$ cat src/host_port_defines.svh
// constants for the host serial port and auxiliary sensor bus block
// assumes an mclk of 125 MHz; included by the design files
`ifndef HOST_PORT_DEFINES_SVH
`define HOST_PORT_DEFINES_SVH

// system clock period
`define MCLK_PERIOD_NS 8
// host link speed classes, in kHz
`define I2C_STD_KHZ 80
`define I2C_FAST_KHZ 320
`define I2C_FPLUS_KHZ 800
`define I2C_HS_KHZ 2700
`define SPI_MAX_KHZ 6400
// shortest host clock half period, in mclk cycles
`define HOST_MIN_HALF_CYC ((500000 / `SPI_MAX_KHZ) / `MCLK_PERIOD_NS)
// synchroniser bit positions and idle level
`define PIN_IDLE 6'h3F
`define PIN_HCLK 0
`define PIN_HDAT 1
`define PIN_SEL 2
`define PIN_AD0 3
`define PIN_SCLK 4
`define PIN_SDAT 5
// upper six bits of the host slave address, lsb from the address strap
`define I2C_ADDR_HI 6'h34
// pointer value that reaches the fifo, pointer reset value
`define FIFO_PTR 7'h7F
`define PTR_RST 7'h00
// bit counter landmarks
`define BIT_LAST 4'h7
`define ACK_SLOT 4'h8
`define ACK_END 4'h9
// read flag in the first spi byte
`define SPI_RD_BIT 7
// quiet cycles after a pass-through data owner lets go
`define PASS_HOLD 2'h3
// auxiliary master clock period and quarter-period count
`define MST_SCL_PERIOD_NS 2500
`define MST_QTR_CYC ((`MST_SCL_PERIOD_NS / 4) / `MCLK_PERIOD_NS)

`endif

$ cat src/host_port_pkg.sv
// types shared by the host port and the auxiliary master
// assumes host_port_defines.svh is on the include path
package host_port_pkg;
	// host engine states
	typedef enum logic [1:0] {H_IDLE, H_ADDR, H_WR, H_RD} host_st_t;
	// pass-through data line owner
	typedef enum logic [1:0] {OWN_NONE, OWN_HOST, OWN_SENS} own_t;
	// auxiliary master states
	typedef enum logic [1:0] {M_IDLE, M_START, M_BYTE, M_STOP} mst_st_t;
	// auxiliary master transaction step
	typedef enum logic [1:0] {S_ADDR_W, S_REG, S_ADDR_R, S_DATA} mstep_t;
endpackage : host_port_pkg

$ cat src/aux_i2c_master.sv
// auxiliary i2c master: register-addressed single or burst reads
// assumes sda_in already synchronised to mclk; no clock stretching
`timescale 1ns/10ps
`default_nettype none
`include "host_port_defines.svh"

module aux_i2c_master (
	input wire logic mclk,
	input wire logic sys_rst,
	input wire logic enable,
	input wire logic go,
	input wire logic [6:0] dev,
	input wire logic [7:0] regaddr,
	input wire logic [3:0] len,
	input wire logic sda_in,
	output logic scl_oe,
	output logic sda_oe,
	output logic [7:0] rdata,
	output logic rvalid,
	output logic busy,
	output logic nack_err
);
	import host_port_pkg::*;

	localparam int MST_START_MAX = 400; // bound for start condition
	mst_st_t st; // sequencer state
	mstep_t step; // transaction step
	logic [1:0] phase; // quarter of a bit
	logic [3:0] bitn; // bit within a byte, 8 is ack
	logic [7:0] sr; // shift register
	logic [3:0] left; // bytes still to read
	logic rd; // current byte is a read
	logic [7:0] qtr; // quarter period counter
	logic tick; // quarter period elapsed

	// ****************************************
	// quarter-period timebase
	// ****************************************
	assign tick = (qtr == 8'(`MST_QTR_CYC - 1));

	// counter restarts whenever idle
	always_ff @(posedge mclk)
	begin
		if (sys_rst || st == M_IDLE || tick)
			qtr <= '0;
		else
			qtr <= qtr + 8'h01;
	end

	// ****************************************
	// bus sequencer
	// ****************************************
	// disabled master lets go of both lines at once
	always_ff @(posedge mclk)
	begin
		if (sys_rst || !enable)
		begin
			st <= M_IDLE;
			step <= S_ADDR_W;
			phase <= '0;
			bitn <= '0;
			sr <= '0;
			left <= '0;
			rd <= 1'b0;
			scl_oe <= 1'b0;
			sda_oe <= 1'b0;
			rdata <= '0;
			rvalid <= 1'b0;
			busy <= 1'b0;
			nack_err <= 1'b0;
		end
		else
		begin
			rvalid <= 1'b0;
			case (st)
				M_IDLE:
					if (go)
					begin
						st <= M_START;
						step <= S_ADDR_W;
						phase <= '0;
						left <= (len == 4'h0) ? 4'h1 : len;
						busy <= 1'b1;
						nack_err <= 1'b0;
					end
				M_START: // start or repeated start
					if (tick)
					begin
						phase <= phase + 2'h1;
						case (phase)
							2'h0: sda_oe <= 1'b0;
							2'h1: scl_oe <= 1'b0;
							2'h2: sda_oe <= 1'b1;
							default:
							begin
								scl_oe <= 1'b1;
								st <= M_BYTE;
								bitn <= '0;
								rd <= 1'b0;
								sr <= {dev, (step == S_ADDR_R)};
							end
						endcase
					end
				M_BYTE:
					if (tick)
					begin
						phase <= phase + 2'h1;
						case (phase)
							2'h0: // ack all read bytes but the last
								if (bitn == `ACK_SLOT)
									sda_oe <= rd && (left != 4'h1);
								else
									sda_oe <= !rd && !sr[7];
							2'h1: scl_oe <= 1'b0;
							2'h2: // sample while clock high
								if (bitn != `ACK_SLOT)
									sr <= {sr[6:0], sda_in};
								else if (!rd && sda_in)
									nack_err <= 1'b1;
							default:
							begin
								scl_oe <= 1'b1;
								if (bitn != `ACK_SLOT)
									bitn <= bitn + 4'h1;
								else
								begin
									bitn <= '0;
									if (nack_err)
										st <= M_STOP;
									else if (rd)
									begin
										rdata <= sr;
										rvalid <= 1'b1;
										left <= left - 4'h1;
										if (left == 4'h1)
											st <= M_STOP;
									end
									else
										case (step)
											S_ADDR_W:
											begin
												step <= S_REG;
												sr <= regaddr;
											end
											S_REG:
											begin
												step <= S_ADDR_R;
												st <= M_START;
											end
											default:
											begin
												step <= S_DATA;
												rd <= 1'b1;
											end
										endcase
								end
							end
						endcase
					end
				M_STOP:
					if (tick)
					begin
						phase <= phase + 2'h1;
						case (phase)
							2'h0: sda_oe <= 1'b1;
							2'h1: scl_oe <= 1'b0;
							2'h2: sda_oe <= 1'b0;
							default:
							begin
								st <= M_IDLE;
								busy <= 1'b0;
							end
						endcase
					end
				default: st <= M_IDLE;
			endcase
		end
	end
endmodule : aux_i2c_master
`default_nettype wire

$ cat src/host_port_aux_i2c_bypass.sv
// host slave port (i2c or spi) with auxiliary sensor bus routing
// assumes open-drain pads outside, memory and fifo readers on mclk
`timescale 1ns/10ps
`default_nettype none
`include "host_port_defines.svh"

// Operation
// - device is only ever slave to host
// - host programs device and reads memories
// - i2c standard, fast, fast-plus speed classes
// - i2c high-speed class up to limit
// - spi serial clock up to limit
// - spi uses four shared pins
// - bypass joins host lines to sensor bus
// - bypass off before aux master takes bus
// - no bypass while host uses spi
// - aux master issues sensor transactions while bypass is off
// - pass-through links host and sensors directly
// - aux master does single and burst reads
// - host can write and read the fifo
// - aux master disabled during pass-through
module host_port_aux_i2c_bypass (
	input wire logic mclk,
	input wire logic sys_rst,
	input wire logic host_spi_sel,
	input wire logic bypass_en,
	input wire logic host_clk_in,
	input wire logic host_dat_in,
	output logic host_dat_out,
	output logic host_dat_oe,
	input wire logic host_sel_n_in,
	input wire logic host_sdo_in,
	output logic host_sdo_out,
	output logic host_sdo_oe,
	input wire logic sensor_bus_clock_pin_in,
	output logic sensor_bus_clock_pin_out,
	output logic sensor_bus_clock_pin_oe,
	input wire logic sensor_bus_data_pin_in,
	output logic sensor_bus_data_pin_out,
	output logic sensor_bus_data_pin_oe,
	output logic [6:0] mem_addr,
	output logic [7:0] mem_wdata,
	output logic mem_we,
	input wire logic [7:0] mem_rdata,
	output logic [7:0] fifo_wdata,
	output logic fifo_push,
	output logic fifo_pop,
	input wire logic [7:0] fifo_rdata,
	input wire logic aux_go,
	input wire logic [6:0] aux_dev,
	input wire logic [7:0] aux_reg,
	input wire logic [3:0] aux_len,
	output logic [7:0] aux_rdata,
	output logic aux_rvalid,
	output logic aux_busy,
	output logic aux_nack
);
	import host_port_pkg::*;

	// ****************************************
	// pin synchronisers
	// ****************************************
	logic [5:0] pin_meta; // first stage
	logic [5:0] pin_sync; // second stage
	logic [5:0] pin_prev; // for edge detection
	logic hclk, hdat, sel_n, ad0, sdat; // synced levels
	logic hclk_rise, hclk_fall, hdat_rise, hdat_fall;

	// two flops per pin, then one more for edges
	always_ff @(posedge mclk)
	begin
		if (sys_rst)
		begin
			pin_meta <= `PIN_IDLE;
			pin_sync <= `PIN_IDLE;
			pin_prev <= `PIN_IDLE;
		end
		else
		begin
			pin_meta <= {sensor_bus_data_pin_in, sensor_bus_clock_pin_in, host_sdo_in,
				host_sel_n_in, host_dat_in, host_clk_in};
			pin_sync <= pin_meta;
			pin_prev <= pin_sync;
		end
	end

	// sampling at mclk keeps up with every host speed class
	assign hclk = pin_sync[`PIN_HCLK];
	assign hdat = pin_sync[`PIN_HDAT];
	assign sel_n = pin_sync[`PIN_SEL];
	assign ad0 = pin_sync[`PIN_AD0];
	assign sdat = pin_sync[`PIN_SDAT];
	assign hclk_rise = hclk && !pin_prev[`PIN_HCLK];
	assign hclk_fall = !hclk && pin_prev[`PIN_HCLK];
	assign hdat_rise = hdat && !pin_prev[`PIN_HDAT];
	assign hdat_fall = !hdat && pin_prev[`PIN_HDAT];

	// ****************************************
	// mode and bypass control
	// ****************************************
	logic spi_mode; // host link is spi
	logic pass; // pass-through active

	// bypass comes up off; spi mode forbids it
	always_ff @(posedge mclk)
	begin
		if (sys_rst)
		begin
			spi_mode <= 1'b0;
			pass <= 1'b0;
		end
		else
		begin
			spi_mode <= host_spi_sel;
			pass <= bypass_en && !host_spi_sel;
		end
	end

	// ****************************************
	// host serial engine
	// ****************************************
	host_st_t st; // i2c slave state
	logic [3:0] cnt; // bit counter
	logic [7:0] sr; // receive shift register
	logic [7:0] tx; // transmit byte
	logic nack; // host answer to a read byte
	logic dat_oe; // slave pulls data low
	logic sdo; // spi output bit
	logic rx_stb; // one byte received
	logic take_stb; // one read byte consumed
	logic first; // next byte is the pointer
	logic spi_rd; // spi transfer is a read
	logic [6:0] ptr; // memory pointer
	logic [7:0] rd_byte; // byte offered to the host

	// fifo sits behind one pointer value
	assign rd_byte = (ptr == `FIFO_PTR) ? fifo_rdata : mem_rdata;

	// pointer steps except at the fifo
	function automatic logic [6:0] next_ptr(input logic [6:0] p);
		next_ptr = (p == `FIFO_PTR) ? p : p + 7'h01;
	endfunction : next_ptr

	// slave only: answers on edges the host makes
	always_ff @(posedge mclk)
	begin
		if (sys_rst)
		begin
			st <= H_IDLE;
			cnt <= '0;
			sr <= '0;
			tx <= '0;
			nack <= 1'b0;
			dat_oe <= 1'b0;
			sdo <= 1'b0;
			rx_stb <= 1'b0;
			take_stb <= 1'b0;
			first <= 1'b1;
		end
		else
		begin
			rx_stb <= 1'b0;
			take_stb <= 1'b0;
			if (rx_stb)
				first <= 1'b0;
			if (spi_mode)
			begin
				dat_oe <= 1'b0;
				st <= H_IDLE;
				if (sel_n) // deselected: frame restarts
				begin
					cnt <= '0;
					first <= 1'b1;
				end
				else
				begin
					if (hclk_rise) // sample input on rising clock
					begin
						sr <= {sr[6:0], hdat};
						cnt <= (cnt == `BIT_LAST) ? 4'h0 : cnt + 4'h1;
						rx_stb <= (cnt == `BIT_LAST);
					end
					if (hclk_fall && spi_rd)
					begin
						if (cnt == 4'h0)
						begin
							tx <= rd_byte;
							sdo <= rd_byte[7];
							take_stb <= 1'b1;
						end
						else
							sdo <= tx[3'(`BIT_LAST - cnt)];
					end
				end
			end
			else if (hclk && pin_prev[`PIN_HCLK] && hdat_fall) // start
			begin
				st <= H_ADDR;
				cnt <= '0;
				dat_oe <= 1'b0;
				first <= 1'b1;
			end
			else if (hclk && pin_prev[`PIN_HCLK] && hdat_rise) // stop
			begin
				st <= H_IDLE;
				dat_oe <= 1'b0;
			end
			else if (st != H_IDLE)
			begin
				if (hclk_rise)
				begin
					if (cnt < `ACK_SLOT)
						sr <= {sr[6:0], hdat};
					else
						nack <= hdat;
					cnt <= cnt + 4'h1;
				end
				if (hclk_fall)
				begin
					if (cnt == `ACK_SLOT) // ack slot opens
						case (st)
							H_ADDR:
								if (sr[7:1] == {`I2C_ADDR_HI, ad0})
								begin
									dat_oe <= 1'b1;
									st <= sr[0] ? H_RD : H_WR;
								end
								else
									st <= H_IDLE;
							H_WR:
							begin
								dat_oe <= 1'b1;
								rx_stb <= 1'b1;
							end
							default: dat_oe <= 1'b0;
						endcase
					else if (cnt == `ACK_END) // ack slot closes
					begin
						cnt <= '0;
						if (st == H_RD && !nack)
						begin
							tx <= rd_byte;
							dat_oe <= !rd_byte[7];
							take_stb <= 1'b1;
						end
						else
						begin
							dat_oe <= 1'b0;
							if (st == H_RD)
								st <= H_IDLE;
						end
					end
					else if (st == H_RD)
						dat_oe <= !tx[3'(`BIT_LAST - cnt)];
				end
			end
		end
	end

	// ****************************************
	// memory and fifo access
	// ****************************************
	logic bump; // step pointer after a write

	// first byte loads pointer, later ones write unless the frame is an spi read
	always_ff @(posedge mclk)
	begin
		if (sys_rst)
		begin
			ptr <= `PTR_RST;
			spi_rd <= 1'b0;
			bump <= 1'b0;
			mem_we <= 1'b0;
			fifo_push <= 1'b0;
			fifo_pop <= 1'b0;
			mem_wdata <= '0;
			fifo_wdata <= '0;
		end
		else
		begin
			mem_we <= 1'b0;
			fifo_push <= 1'b0;
			fifo_pop <= 1'b0;
			bump <= 1'b0;
			if (spi_mode && sel_n)
				spi_rd <= 1'b0;
			if (bump)
				ptr <= next_ptr(ptr);
			else if (rx_stb && first)
			begin
				ptr <= sr[6:0];
				spi_rd <= spi_mode && sr[`SPI_RD_BIT];
			end
			else if (rx_stb && !spi_rd)
			begin
				fifo_push <= (ptr == `FIFO_PTR);
				mem_we <= (ptr != `FIFO_PTR);
				fifo_wdata <= sr;
				mem_wdata <= sr;
				bump <= 1'b1;
			end
			else if (take_stb)
			begin
				fifo_pop <= (ptr == `FIFO_PTR);
				ptr <= next_ptr(ptr);
			end
		end
	end

	assign mem_addr = ptr;

	// ****************************************
	// auxiliary master
	// ****************************************
	logic m_scl_oe, m_sda_oe; // master line drives

	// master runs only while bypass is off
	aux_i2c_master u_aux_master (
		.mclk(mclk),
		.sys_rst(sys_rst),
		.enable(!pass),
		.go(aux_go),
		.dev(aux_dev),
		.regaddr(aux_reg),
		.len(aux_len),
		.sda_in(sdat),
		.scl_oe(m_scl_oe),
		.sda_oe(m_sda_oe),
		.rdata(aux_rdata),
		.rvalid(aux_rvalid),
		.busy(aux_busy),
		.nack_err(aux_nack)
	);

	// ****************************************
	// pass-through data ownership
	// ****************************************
	own_t owner; // side pulling data low
	logic [1:0] hold; // quiet time after release

	// first side low owns; echoes are ignored
	always_ff @(posedge mclk)
	begin
		if (sys_rst || !pass)
		begin
			owner <= OWN_NONE;
			hold <= '0;
		end
		else if (hold != 2'h0)
			hold <= hold - 2'h1;
		else
			case (owner)
				OWN_NONE:
					if (!hdat && !dat_oe)
						owner <= OWN_HOST;
					else if (!sdat)
						owner <= OWN_SENS;
				OWN_HOST:
					if (hdat)
					begin
						owner <= OWN_NONE;
						hold <= `PASS_HOLD;
					end
				OWN_SENS:
					if (sdat)
					begin
						owner <= OWN_NONE;
						hold <= `PASS_HOLD;
					end
				default: owner <= OWN_NONE;
			endcase
	end

	// ****************************************
	// pin drivers
	// ****************************************
	// bypass mirrors host lines, else master owns
	always_ff @(posedge mclk)
	begin
		if (sys_rst)
		begin
			sensor_bus_clock_pin_oe <= 1'b0;
			sensor_bus_data_pin_oe <= 1'b0;
			host_dat_oe <= 1'b0;
			host_sdo_oe <= 1'b0;
			host_sdo_out <= 1'b0;
		end
		else
		begin
			sensor_bus_clock_pin_oe <= pass ? !hclk : m_scl_oe;
			sensor_bus_data_pin_oe <= pass ? (owner == OWN_HOST) : m_sda_oe;
			host_dat_oe <= dat_oe || (pass && owner == OWN_SENS);
			host_sdo_oe <= spi_mode && !sel_n;
			host_sdo_out <= sdo;
		end
	end

	// open-drain lines only ever pull low
	always_ff @(posedge mclk)
	begin
		host_dat_out <= 1'b0;
		sensor_bus_clock_pin_out <= 1'b0;
		sensor_bus_data_pin_out <= 1'b0;
	end
endmodule : host_port_aux_i2c_bypass
`default_nettype wire

$ cat config.mk
export PLATFORM = sky130hd
export DESIGN_NAME = host_port_aux_i2c_bypass
export DESIGN_NICKNAME = d
export VERILOG_FILES = /design/src/host_port_pkg.sv /design/src/aux_i2c_master.sv /design/src/host_port_aux_i2c_bypass.sv
export VERILOG_INCLUDE_DIRS = /design/src /design/src/src
export SDC_FILE = /design/constraint.sdc
export NUM_CORES = 1
export LEC_CHECK = 0
export BUFFER_PORTS_ARGS = -buffer_cell sky130_fd_sc_hd__buf_2
export CAP_MARGIN = 20
export CORE_UTILIZATION = 33
export DETAILED_ROUTE_END_ITERATION = 8
export PLACE_DENSITY = 0.5
export SLEW_MARGIN = 20
export SYNTH_ARGS = -nofsm -noshare
export SYNTH_HDL_FRONTEND = slang
export SYNTH_SLANG_ARGS = --single-unit
$ cat constraint.sdc
create_clock -name mclk -period 6.4 [get_ports mclk]
set_clock_uncertainty 0.1 [all_clocks]
set_input_delay 0.32 -clock mclk [delete_from_list [all_inputs] [get_ports mclk]]
set_output_delay 0.32 -clock mclk [all_outputs]
set_load 0.01 [all_outputs]
==> After elaboration in Yosys (flattened, before gate mapping) <==
Cells that the tools add are included.
{ "totals": {"regBits": 117, "latch_bits": 0, "ramBits": 0, "mem_bits_ro": 0, "input_bits": 46, "output_inout_bits": 45, "wordCells": 417, "n_memories": 0} }
{ "classes": {"n_addsub": 8, "multipliers": 0, "div_mod_pow": 0, "magnitude_cmp": 2, "eq_ne": 71, "n_shift": 0, "muxes": 173, "bitwise_logic": 15, "n_reduce_logical": 104} }
{ "ops": {"columns": ["op", "count"], "rows": [
  ["8-bit two-way mux", 28],
  ["4-bit two-way mux", 23],
  ["1-bit two-way mux", 65],
  ["2-bit two-way mux", 32],
  ["7-bit two-way mux", 5],
  ["7-bit AND reduction", 5],
  ["2-bit != test (second input constant)", 17],
  ["8-bit case mux with 2 select lines", 2],
  ["3-bit != test (second input constant)", 10],
  ["10-bit AND reduction", 3],
  ["6-bit AND reduction", 5],
  ["2-bit by 1-bit != test with 1-bit output (second input constant)", 13],
  ["2-bit nonzero test", 13],
  ["3-bit nonzero test", 8],
  ["1-bit logical AND", 20],
  ["1-bit case mux with 2 select lines", 8],
  ["2-bit case mux with 2 select lines", 4],
  ["4-bit case mux with 2 select lines", 2],
  ["1-bit inverter", 15],
  ["2-bit == test (second input constant)", 7],
  ["1-bit logical NOT", 14],
  ["4-bit == test (second input constant)", 3],
  ["3-bit AND reduction", 4],
  ["4-bit AND reduction", 3],
  ["other kinds (36)", 64]
]} }

==> Longest topological paths before layout <==
Gate-level depths: netlist (run 1).
{ "logic_depth": {"word_depth": 10, "mapped_depth": 9, "depth_no_buf": 7} }

==> By module <==
From an unflattened synthesis (run 1), not the netlist that was laid out.
{ "hier_totals": {"cells_unflattened": 687, "area_unflattened_um2": 5949.5} }
{ "by_module_without_submodules": {"columns": ["module", "n_inst", "cells_per_inst", "area_each_um2", "seq_area_each_um2"], "rows": [
  ["host_port_aux_i2c_bypass", 1, 380, 3398.3, 1421.4],
  ["aux_i2c_master", 1, 307, 2551.2, 880.8]
]} }

==> Worst setup path before layout (run 1) <==
OpenSTA, ideal clock, no wires.
{ "synth_timing": {"kind": "flip-flop to flip-flop", "start": "register u_aux_master.st[0]", "end": "register u_aux_master.st[1]", "setup_ps": 91, "arrival_time_ps": 1902, "required_ps": 6209, "path_slack_ps": 4307, "path_stages_with_launch": 8, "n_path_buf": 1, "period_less_slack_ps": 2093, "cell_sequence": "dfxtp_1 inv_1 ha_1 buf_2 or3_1 a221oi_2 a21oi_1 a311oi_1"} }
{ "synth_between": {"elab_chain_len": 3, "word_cells_on_any_way": 16, "classes_between": "eq/ne (13); mux (1); reduce/logical (2)"} }
{ "synth_lines": {"columns": ["element", "line_no", "source"], "rows": [
  ["start, declared", "aux_i2c_master.sv:26", "mst_st_t st;"],
  ["start signal, assigned", "aux_i2c_master.sv:58", "st <= M_IDLE;"],
  ["start signal, assigned", "aux_i2c_master.sv:79", "st <= M_START;"],
  ["start signal, assigned", "aux_i2c_master.sv:97", "st <= M_BYTE;"],
  ["2-bit == test, or another cell as far along", "aux_i2c_master.sv:75", "case (st)"],
  ["4-bit by 3-bit != test with 1-bit output (no line), or another cell as far along", null, null],
  ["10-bit AND reduction (no line)", null, null]
]} }
Several ways; a longest one is shown, not always the timed one.
A chain may end at the register's enable or synchronous reset.

==> Final worst setup path (run 1) <==
{ "layout_timing": {"start": "register u_aux_master.st[0]", "end": "register u_aux_master.sr[4]"} }
{ "layout_between": {"elab_chain_len": 3, "word_cells_on_any_way": 14, "classes_between": "eq/ne (11); mux (1); reduce/logical (2)"} }
{ "layout_lines": {"columns": ["element", "line_no", "source"], "rows": [
  ["2-bit == test / 2-bit by 1-bit == test with 1-bit output (equally long branches)", "aux_i2c_master.sv:75", null],
  ["3-bit by 2-bit != test with 1-bit output (no line), or another cell as far along", null, null],
  ["10-bit AND reduction (no line)", null, null],
  ["end signal, assigned", "aux_i2c_master.sv:100", "sr <= {dev, (step == S_ADDR_R)};"],
  ["end signal, assigned", "aux_i2c_master.sv:117", "sr <= {sr[6:0], sda_in};"],
  ["end signal, assigned", "aux_i2c_master.sv:143", "sr <= regaddr;"],
  ["end, declared", "aux_i2c_master.sv:30", "logic [7:0] sr;"]
]} }
Several ways; a longest one is shown, not always the timed one.

==> flow_summary_export.csv, run 1 <==
group,metric,value,unit
outcome,outcome,"complete, no violations",
pwr,seqPwrFrac,36.5,%
synthesis,ys_async_sr_fraction,0,%
floorplanning,die_w,134,um
setup_path,cp-start-kind,"flop",
synthesis,synthSimpleGateAreaFrac,24.3,%
setup_path,r2r_setup_slack,3710,ps
layout,seqCellArea,2300,um^2
timing,worst_hold_slack,61.9,ps
timing,setup_viol,0,
layout,finalNetCount,815,
drt,drt_iter0_drc,294,
timing,maxSlewViolCount,0,
setup_path,cp.arrival,2860,ps
setup_path,cp_cell_sequence,"inv_1 > ha_1 > buf_4 > inv_1 > a31o_2 > o221ai_2 > a211o_1 > a21oi_1",
clocking,clk_latency,420,ps
pwr,p_switching,585,uW
synthesis,ys_seq_elements,115,
worst_hold_path,whs_path_depth,3,
clocking,cts-root-buf,"clkbuf_16",
global_route,grt.overflow.total,0,
timing,fmax,0.372,GHz
clocking,cts_tree,"done",
worst_hold_path,hold_start,"fifo_rdata[5]",
pwr,power.leakage,0.00273,uW
drt,drc,0,
setup_path,required,6570,ps
global_route,antenna_found_initial,0,
floorplanning,ios,91,
layout,nFillCells,1745,
clocking,numCtsBuffers,17,
timing,postLayoutSetupSlackWorst,3710,ps
setup_path,path_class,"flop to flop",
layout,syn2layout_area_growth,20.5,%
clocking,cts_setup_buffers,0,
setup_path,r2r_end,"u_aux_master.sr[4]",
synthesis,yosys_warnings,0,
layout,drive_gt1_share,20.3,%
drt,vias,4930,
pwr,p_per_area,310,nW/um^2
layout,multi_input_area,3150,um^2
clocking,cts.clk_slew.worst_paths,60,ps
layout,num_antenna_cells,0,
place,portBuffers,86,
clocking,htreeDepth,4,
setup_path,cpPeakStageDelay,590,ps
worst_hold_path,min_to,"tx[5]",
pwr,internal-power,1580,uW
synthesis,synthFlopType,"dfxtp_1",
synthesis,synth_area,5790,um^2
pwr,power,2160,uW
timing,min_period_over_period,42.0,%
timing,period_minus_slack,2690,ps
drt,wire_per_inst,14.0,um
clocking,cts_num_sinks,115,
floorplanning,die-area,18100,um^2
synthesis,synth-xor-area-share,1.06,%
pwr,ir_worst_vdd,0.194,mV
flow_run,cap_violations,0,
floorplanning,fp.coreArea,17200,um^2
global_route,grt_max_degree,69,
synthesis,synth_top_family_by_area,"simple AND/OR/NAND/NOR gates",
synthesis,synth_compound_area_share,17.7,%
synthesis,synthAdderAreaFrac,4.97,%
floorplanning,start_util,33.6,%
worst_hold_path,hp-class,"input pin to flop",
timing,worstMarginPinSlew,829,ps
timing,relSlewSlack,44.6,%
setup_path,endpoint_kind,"flop",
drt,antenna_left,0,
floorplanning,die_y,134,um
timing,rsz0062_at_grt,"no",
synthesis,synthCells,676,
timing,fin_tns_setup,0,ps
clocking,cts.path.max_buffers,2,
pwr,swShare,27.1,%
setup_path,r2r-start,"u_aux_master.st[0]",
place,dp_hpwl,9730,um
global_route,grt_pass1_wl,23100,um
synthesis,muxShareOfSynthArea,6.16,%
pwr,p_clk_share,47.6,%
drt,avgViaCountPerCell,5.01,
global_route,track_usage,16.0,%
setup_path,path_common_cell,"inv_1",
setup_path,cp_max_fo,40,
setup_path,reg2reg_depth,8,
place,pre_cts_slack,3730,ps
floorplanning,rows,48,
drt,first_pass_iters,5,
synthesis,syn_area_per_cell,8.57,um^2
synthesis,synth_enable_flop_cells,0,
synthesis,synth_seq_area_share,39.7,%
place,gp_congestion,0.795,
drt,totalWireLength,13700,um
setup_path,cp_slowest_cell,"o221ai_2",
global_route,grt_pass1_vias,4735,
timing,hold_viol_final,0,
synthesis,ys_types,73,
pwr,comb_power_share,15.9,%
kinds of logic after synthesis:
| group | Yosys count |
|---|---|
| AO/OA/AOI/OAI | 148 |
| XOR/XNOR | 7 |
| adder cells (fa/ha/maj) | 23 |
| buffers and inverters | 72 |
| flip-flops | 115 |
| multiplexers | 33 |
| other | 1 |
| AND/OR/NAND/NOR | 277 |
registers in the layout, summed over array words and instances (netlist names), 2 cells and up:
register and count:
u_aux_master.qtr 8, fifo_wdata 8, tx 8, u_aux_master.bitn 4, hold 2, cnt 4
mem_addr 7, u_aux_master.left 4, u_aux_master.sr 8, pin_sync 5, sr 8, u_aux_master.phase 2
pin_meta 5, u_aux_master.st 2, pin_prev 2, owner 2, u_aux_master.rdata 8, st 2
u_aux_master.step 2
final cells by class:
type / instances / share of cell area, %
Multi-Input combinational cell: 491 / 45.1
Sequential cell: 115 / 33.0
Timing Repair Buffer: 94 / 7.24
Clock buffer: 19 / 6.20
Tap cell: 225 / 4.03
Clock inverter: 13 / 2.99
Inverter: 27 / 1.45
layout by cell type (no fill, tap or decap), drive strengths merged, types with 6 or more instances in the layout:
master	netlist	routed
nor2	84	84
or2	16	16
or3	8	8
a311oi	9	9
ha	23	23
dlygate4sd3	0	6
nand2	76	76
nor2b	9	9
mux2i	30	30
nand3	20	20
buf	19	88
a21oi	40	40
nor3	12	12
nand3b	7	7
clkbuf	26	19
nand2b	7	7
inv	27	27
a211oi	10	10
nand4	6	6
dfxtp	115	115
o21ai	31	31
a211o	9	9
a31oi	8	8
worst max-delay path: cells and delay by family (launching register included):
family | cells | cell delay, ps
fa+ha+maj | 1 | 160
flops | 1 | 350
compound gates | 4 | 1130
buf+inv | 3 | 790
synth_stat cells, drive strengths merged, types with 12 or more instances:
| cell type | n | share of area [%] |
|---|---|---|
| nand2 | 76 | 4.9 |
| a21oi | 40 | 3.5 |
| inv | 27 | 1.7 |
| or2 | 16 | 1.7 |
| o21ai | 31 | 2.9 |
| clkbuf | 26 | 1.7 |
| buf | 19 | 2.6 |
| nor3 | 12 | 1.1 |
| mux2i | 30 | 5.2 |
| nor2 | 84 | 5.6 |
| dfxtp | 115 | 40 |
| nand3 | 20 | 1.8 |
| ha | 23 | 5.0 |
worst max path at each step:
stage / startpoint / to / slack [ps] / depth (start not counted)
floorplan: u_aux_master.st[0] / u_aux_master.st[1] / 4310 / 7
finish: u_aux_master.st[0] / u_aux_master.sr[4] / 3710 / 8
CTS: u_aux_master.st[0] / u_aux_master.sr[4] / 3710 / 8
global placement: u_aux_master.st[0] / u_aux_master.sr[4] / 3760 / 8
global route: u_aux_master.st[0] / u_aux_master.sr[2] / 3480 / 8
detailed placement: u_aux_master.st[0] / u_aux_master.sr[4] / 3730 / 8
layer usage:
metal | track usage [%] | part of all wire, % | vias up
met5 | 0 | 0 | -
li1 | - | - | 2512
met4 | 6.93 | 1.7 | 0
met3 | 3.53 | 3.6 | 20
met2 | 26.1 | 46 | 102
met1 | 20.4 | 48 | 2296
power by group through the flow:
stage          clock network [uW]  registers [uW]  logic, uW
3_5_place_dp                    0             804        340
3_3_place_gp                    0             803        336
5_1_grt                      1090             795        387
6_report                     1030             789        344
4_1_cts                      1050             789        345
2_1_floorplan                   0             795        277
per-stage QoR:
stage	instance area, um^2	utilization, %	std cells
3_5_place_dp	6280	36.4	946
5_1_grt	6980	40.5	984
6_report	6980	40.5	984
4_1_cts	6980	40.5	984
2_1_floorplan	5800	-	678
3_3_place_gp	6280	36.4	946
timing repair:
| item | 4_1_cts | 5_1_grt |
|---|---|---|
| gates resized for setup | 0 | 0 |
| hold endpoints to repair | 6 | 0 |
| hold buffers | 6 | 0 |
(Power assumes the default switching activity.)
==> inputs of run 2 (changes only) <==
Clock period 6.4 ns to 2.8 ns, I/O delays scaled along.
==> run 2 against run 1 <==
  * Utilization rose by 1.7 points
  * Die area unchanged
  * Non-clock buffer count is 28 higher
  * Maximum frequency up 0.69%
  * First-iteration DRC count is 15% lower
  * Wire length is 1.7% higher
  * Final cell count is 2.8% higher
  * Count of clock-buffer cells in the layout is 2 higher
  * Combinational power increased by 140%
  * Critical path type unchanged
  * Hold slack worse by 30 ps
==> flow_summary_export.csv, run 2 (synthesis results as in run 1) <==
group,metric,value,unit
clocking,cts.clk_slew.worst_paths,60,ps
timing,fmax,0.375,GHz
drt,antenna_left,0,
layout,post-route-util,42.2,%
floorplanning,rows,48,
setup_path,cp_slowest_cell,"dlygate4sd3_1",
setup_path,cp_max_fo,8,
drt,drc,0,
timing,setup_viol,0,
global_route,grt_pass1_wl,22400,um
place,placed_cell_area,6320,um^2
global_route,track_usage,15.6,%
floorplanning,die-area,18100,um^2
outcome,outcome,"complete, no violations",
floorplanning,ios,91,
setup_path,r2r_setup_slack,130,ps
layout,finalNetCount,844,
clocking,cts.path.max_buffers,2,
clocking,htreeDepth,4,
global_route,grt_max_degree,38,
setup_path,cpPeakStageDelay,580,ps
layout,final_cell_mix,"dfxtp_1, buf_2, nor2_1, nand2_1, a21oi_1",
flow_run,cap_violations,0,
layout,final_common_cell,"dfxtp_1",
setup_path,critPathTopFamily,"simple AND/OR/NAND/NOR gates",
clocking,cts_tree,"done",
pwr,p_per_area,678,nW/um^2
clocking,clk_latency,410,ps
floorplanning,fp.coreArea,17200,um^2
timing,hold_viol_final,0,
clocking,numCtsBuffers,17,
setup_path,cp-start-kind,"flop",
setup_path,path_depth,8,
setup_path,required,3060,ps
place,gp_congestion,0.803,
global_route,grt_pass1_vias,4721,
timing,period_minus_slack,2670,ps
layout,syn2layout_area_growth,25.4,%
pwr,power.leakage,0.00289,uW
drt,drt_iter0_drc,251,
pwr,ir_worst_vdd,0.435,mV
floorplanning,die_w,134,um
floorplanning,die_y,134,um
setup_path,endpoint_kind,"flop",
global_route,antenna_found_initial,0,
place,dp_hpwl,9800,um
drt,avgViaCountPerCell,5.02,
setup_path,cp_cell_sequence,"inv_1 > ha_1 > or3b_4 > nor3b_4 > a21o_4 > nor2_1 > a311oi_1 > dlygate4sd3_1",
setup_path,reg2reg_depth,8,
layout,drive_gt1_share,20.7,%
worst_hold_path,whs_path_depth,4,
clocking,cts_num_sinks,115,
place,portBuffers,86,
drt,first_pass_iters,5,
timing,worstMarginPinSlew,662,ps
timing,maxSlewViolCount,0,
setup_path,cp.arrival,2930,ps
global_route,grt.overflow.total,0,
worst_hold_path,hp-class,"input pin to flop",
floorplanning,start_util,33.6,%
setup_path,cp_num_buf_inv,2,
setup_path,path_class,"flop to flop",
clocking,cts-root-buf,"clkbuf_16",
timing,relSlewSlack,55.7,%
layout,num_antenna_cells,0,
timing,min_period_over_period,95.3,%
drt,totalWireLength,14000,um
drt,vias,5079,
layout,stdcell_area,7270,um^2
drt,wire_per_inst,13.8,um
run 2: cell count changes in the layout (fill, tap and decap cells not counted), sizes merged:
| cell | before | now |
|---|---|---|
| a21o | 4 | 5 |
| buf | 88 | 94 |
| bufinv | 5 | 4 |
| clkbuf | 19 | 21 |
| clkinv | 5 | 4 |
| clkinvlp | 3 | 2 |
| dlygate4sd3 | 6 | 28 |
run 2: path summary, 6_finish.rpt:
check                  endpoint   startpoint
max                       tx[1]        st[0]
max reg2reg               tx[1]        st[0]
min          u_aux_master.sr[7]   aux_dev[6]
min reg2reg         pin_sync[2]  pin_meta[2]
run 2: area by class of cell:
class / count / area (um^2)
fill: 1719 / 9970
clock buffer: 21 / 470
inverter: 27 / 101
sequential: 115 / 2300
clock inverter: 10 / 155
tap: 225 / 282
timing repair buffer: 122 / 771
multi-input combinational: 492 / 3190
run 2: what timing repair did:
item,4_1_cts,5_1_grt
hold buffers,28,0
hold endpoints to repair,21,0
gates resized for setup,0,5
buffers inserted,0,1
endpoints found under the setup margin,0,7
run 2: metal layers:
| layer | global-route usage (%) | share of wire, % | up-vias |
|---|---|---|---|
| met5 | 0 | 0 | - |
| li1 | - | - | 2566 |
| met1 | 19.8 | 47 | 2363 |
| met3 | 3.75 | 4.7 | 15 |
| met4 | 6.12 | 1.4 | 0 |
| met2 | 25.5 | 46 | 135 |
run 2: power breakdown:
group	switching [uW]	total (uW)	internal, uW
clock network	754	2300	1550
logic	484	826	342
registers	79.0	1800	1730
total	1320	4930	3610
run 2: stage by stage:
step / instances / setup slack, ps / total power, uW / hold slack (ps) / TNS [ps]
floorplan: 678 / 707 / 2450 / 116 / 0
global placement: 951 / 516 / 2620 / 227 / 0
detailed placement: 951 / 451 / 2640 / 225 / 0
CTS: 1010 / 29.0 / 4990 / 7.16 / 0
global route: 1012 / -8.35 / 5160 / 52.4 / -9.53
finish: 1012 / 131 / 4930 / 32.4 / 0
run 2: tightest hold or removal path: stages:
cell and delay [ps]:
buf_2 100, nor2_1 80, a211o_1 110, a21oi_1 60
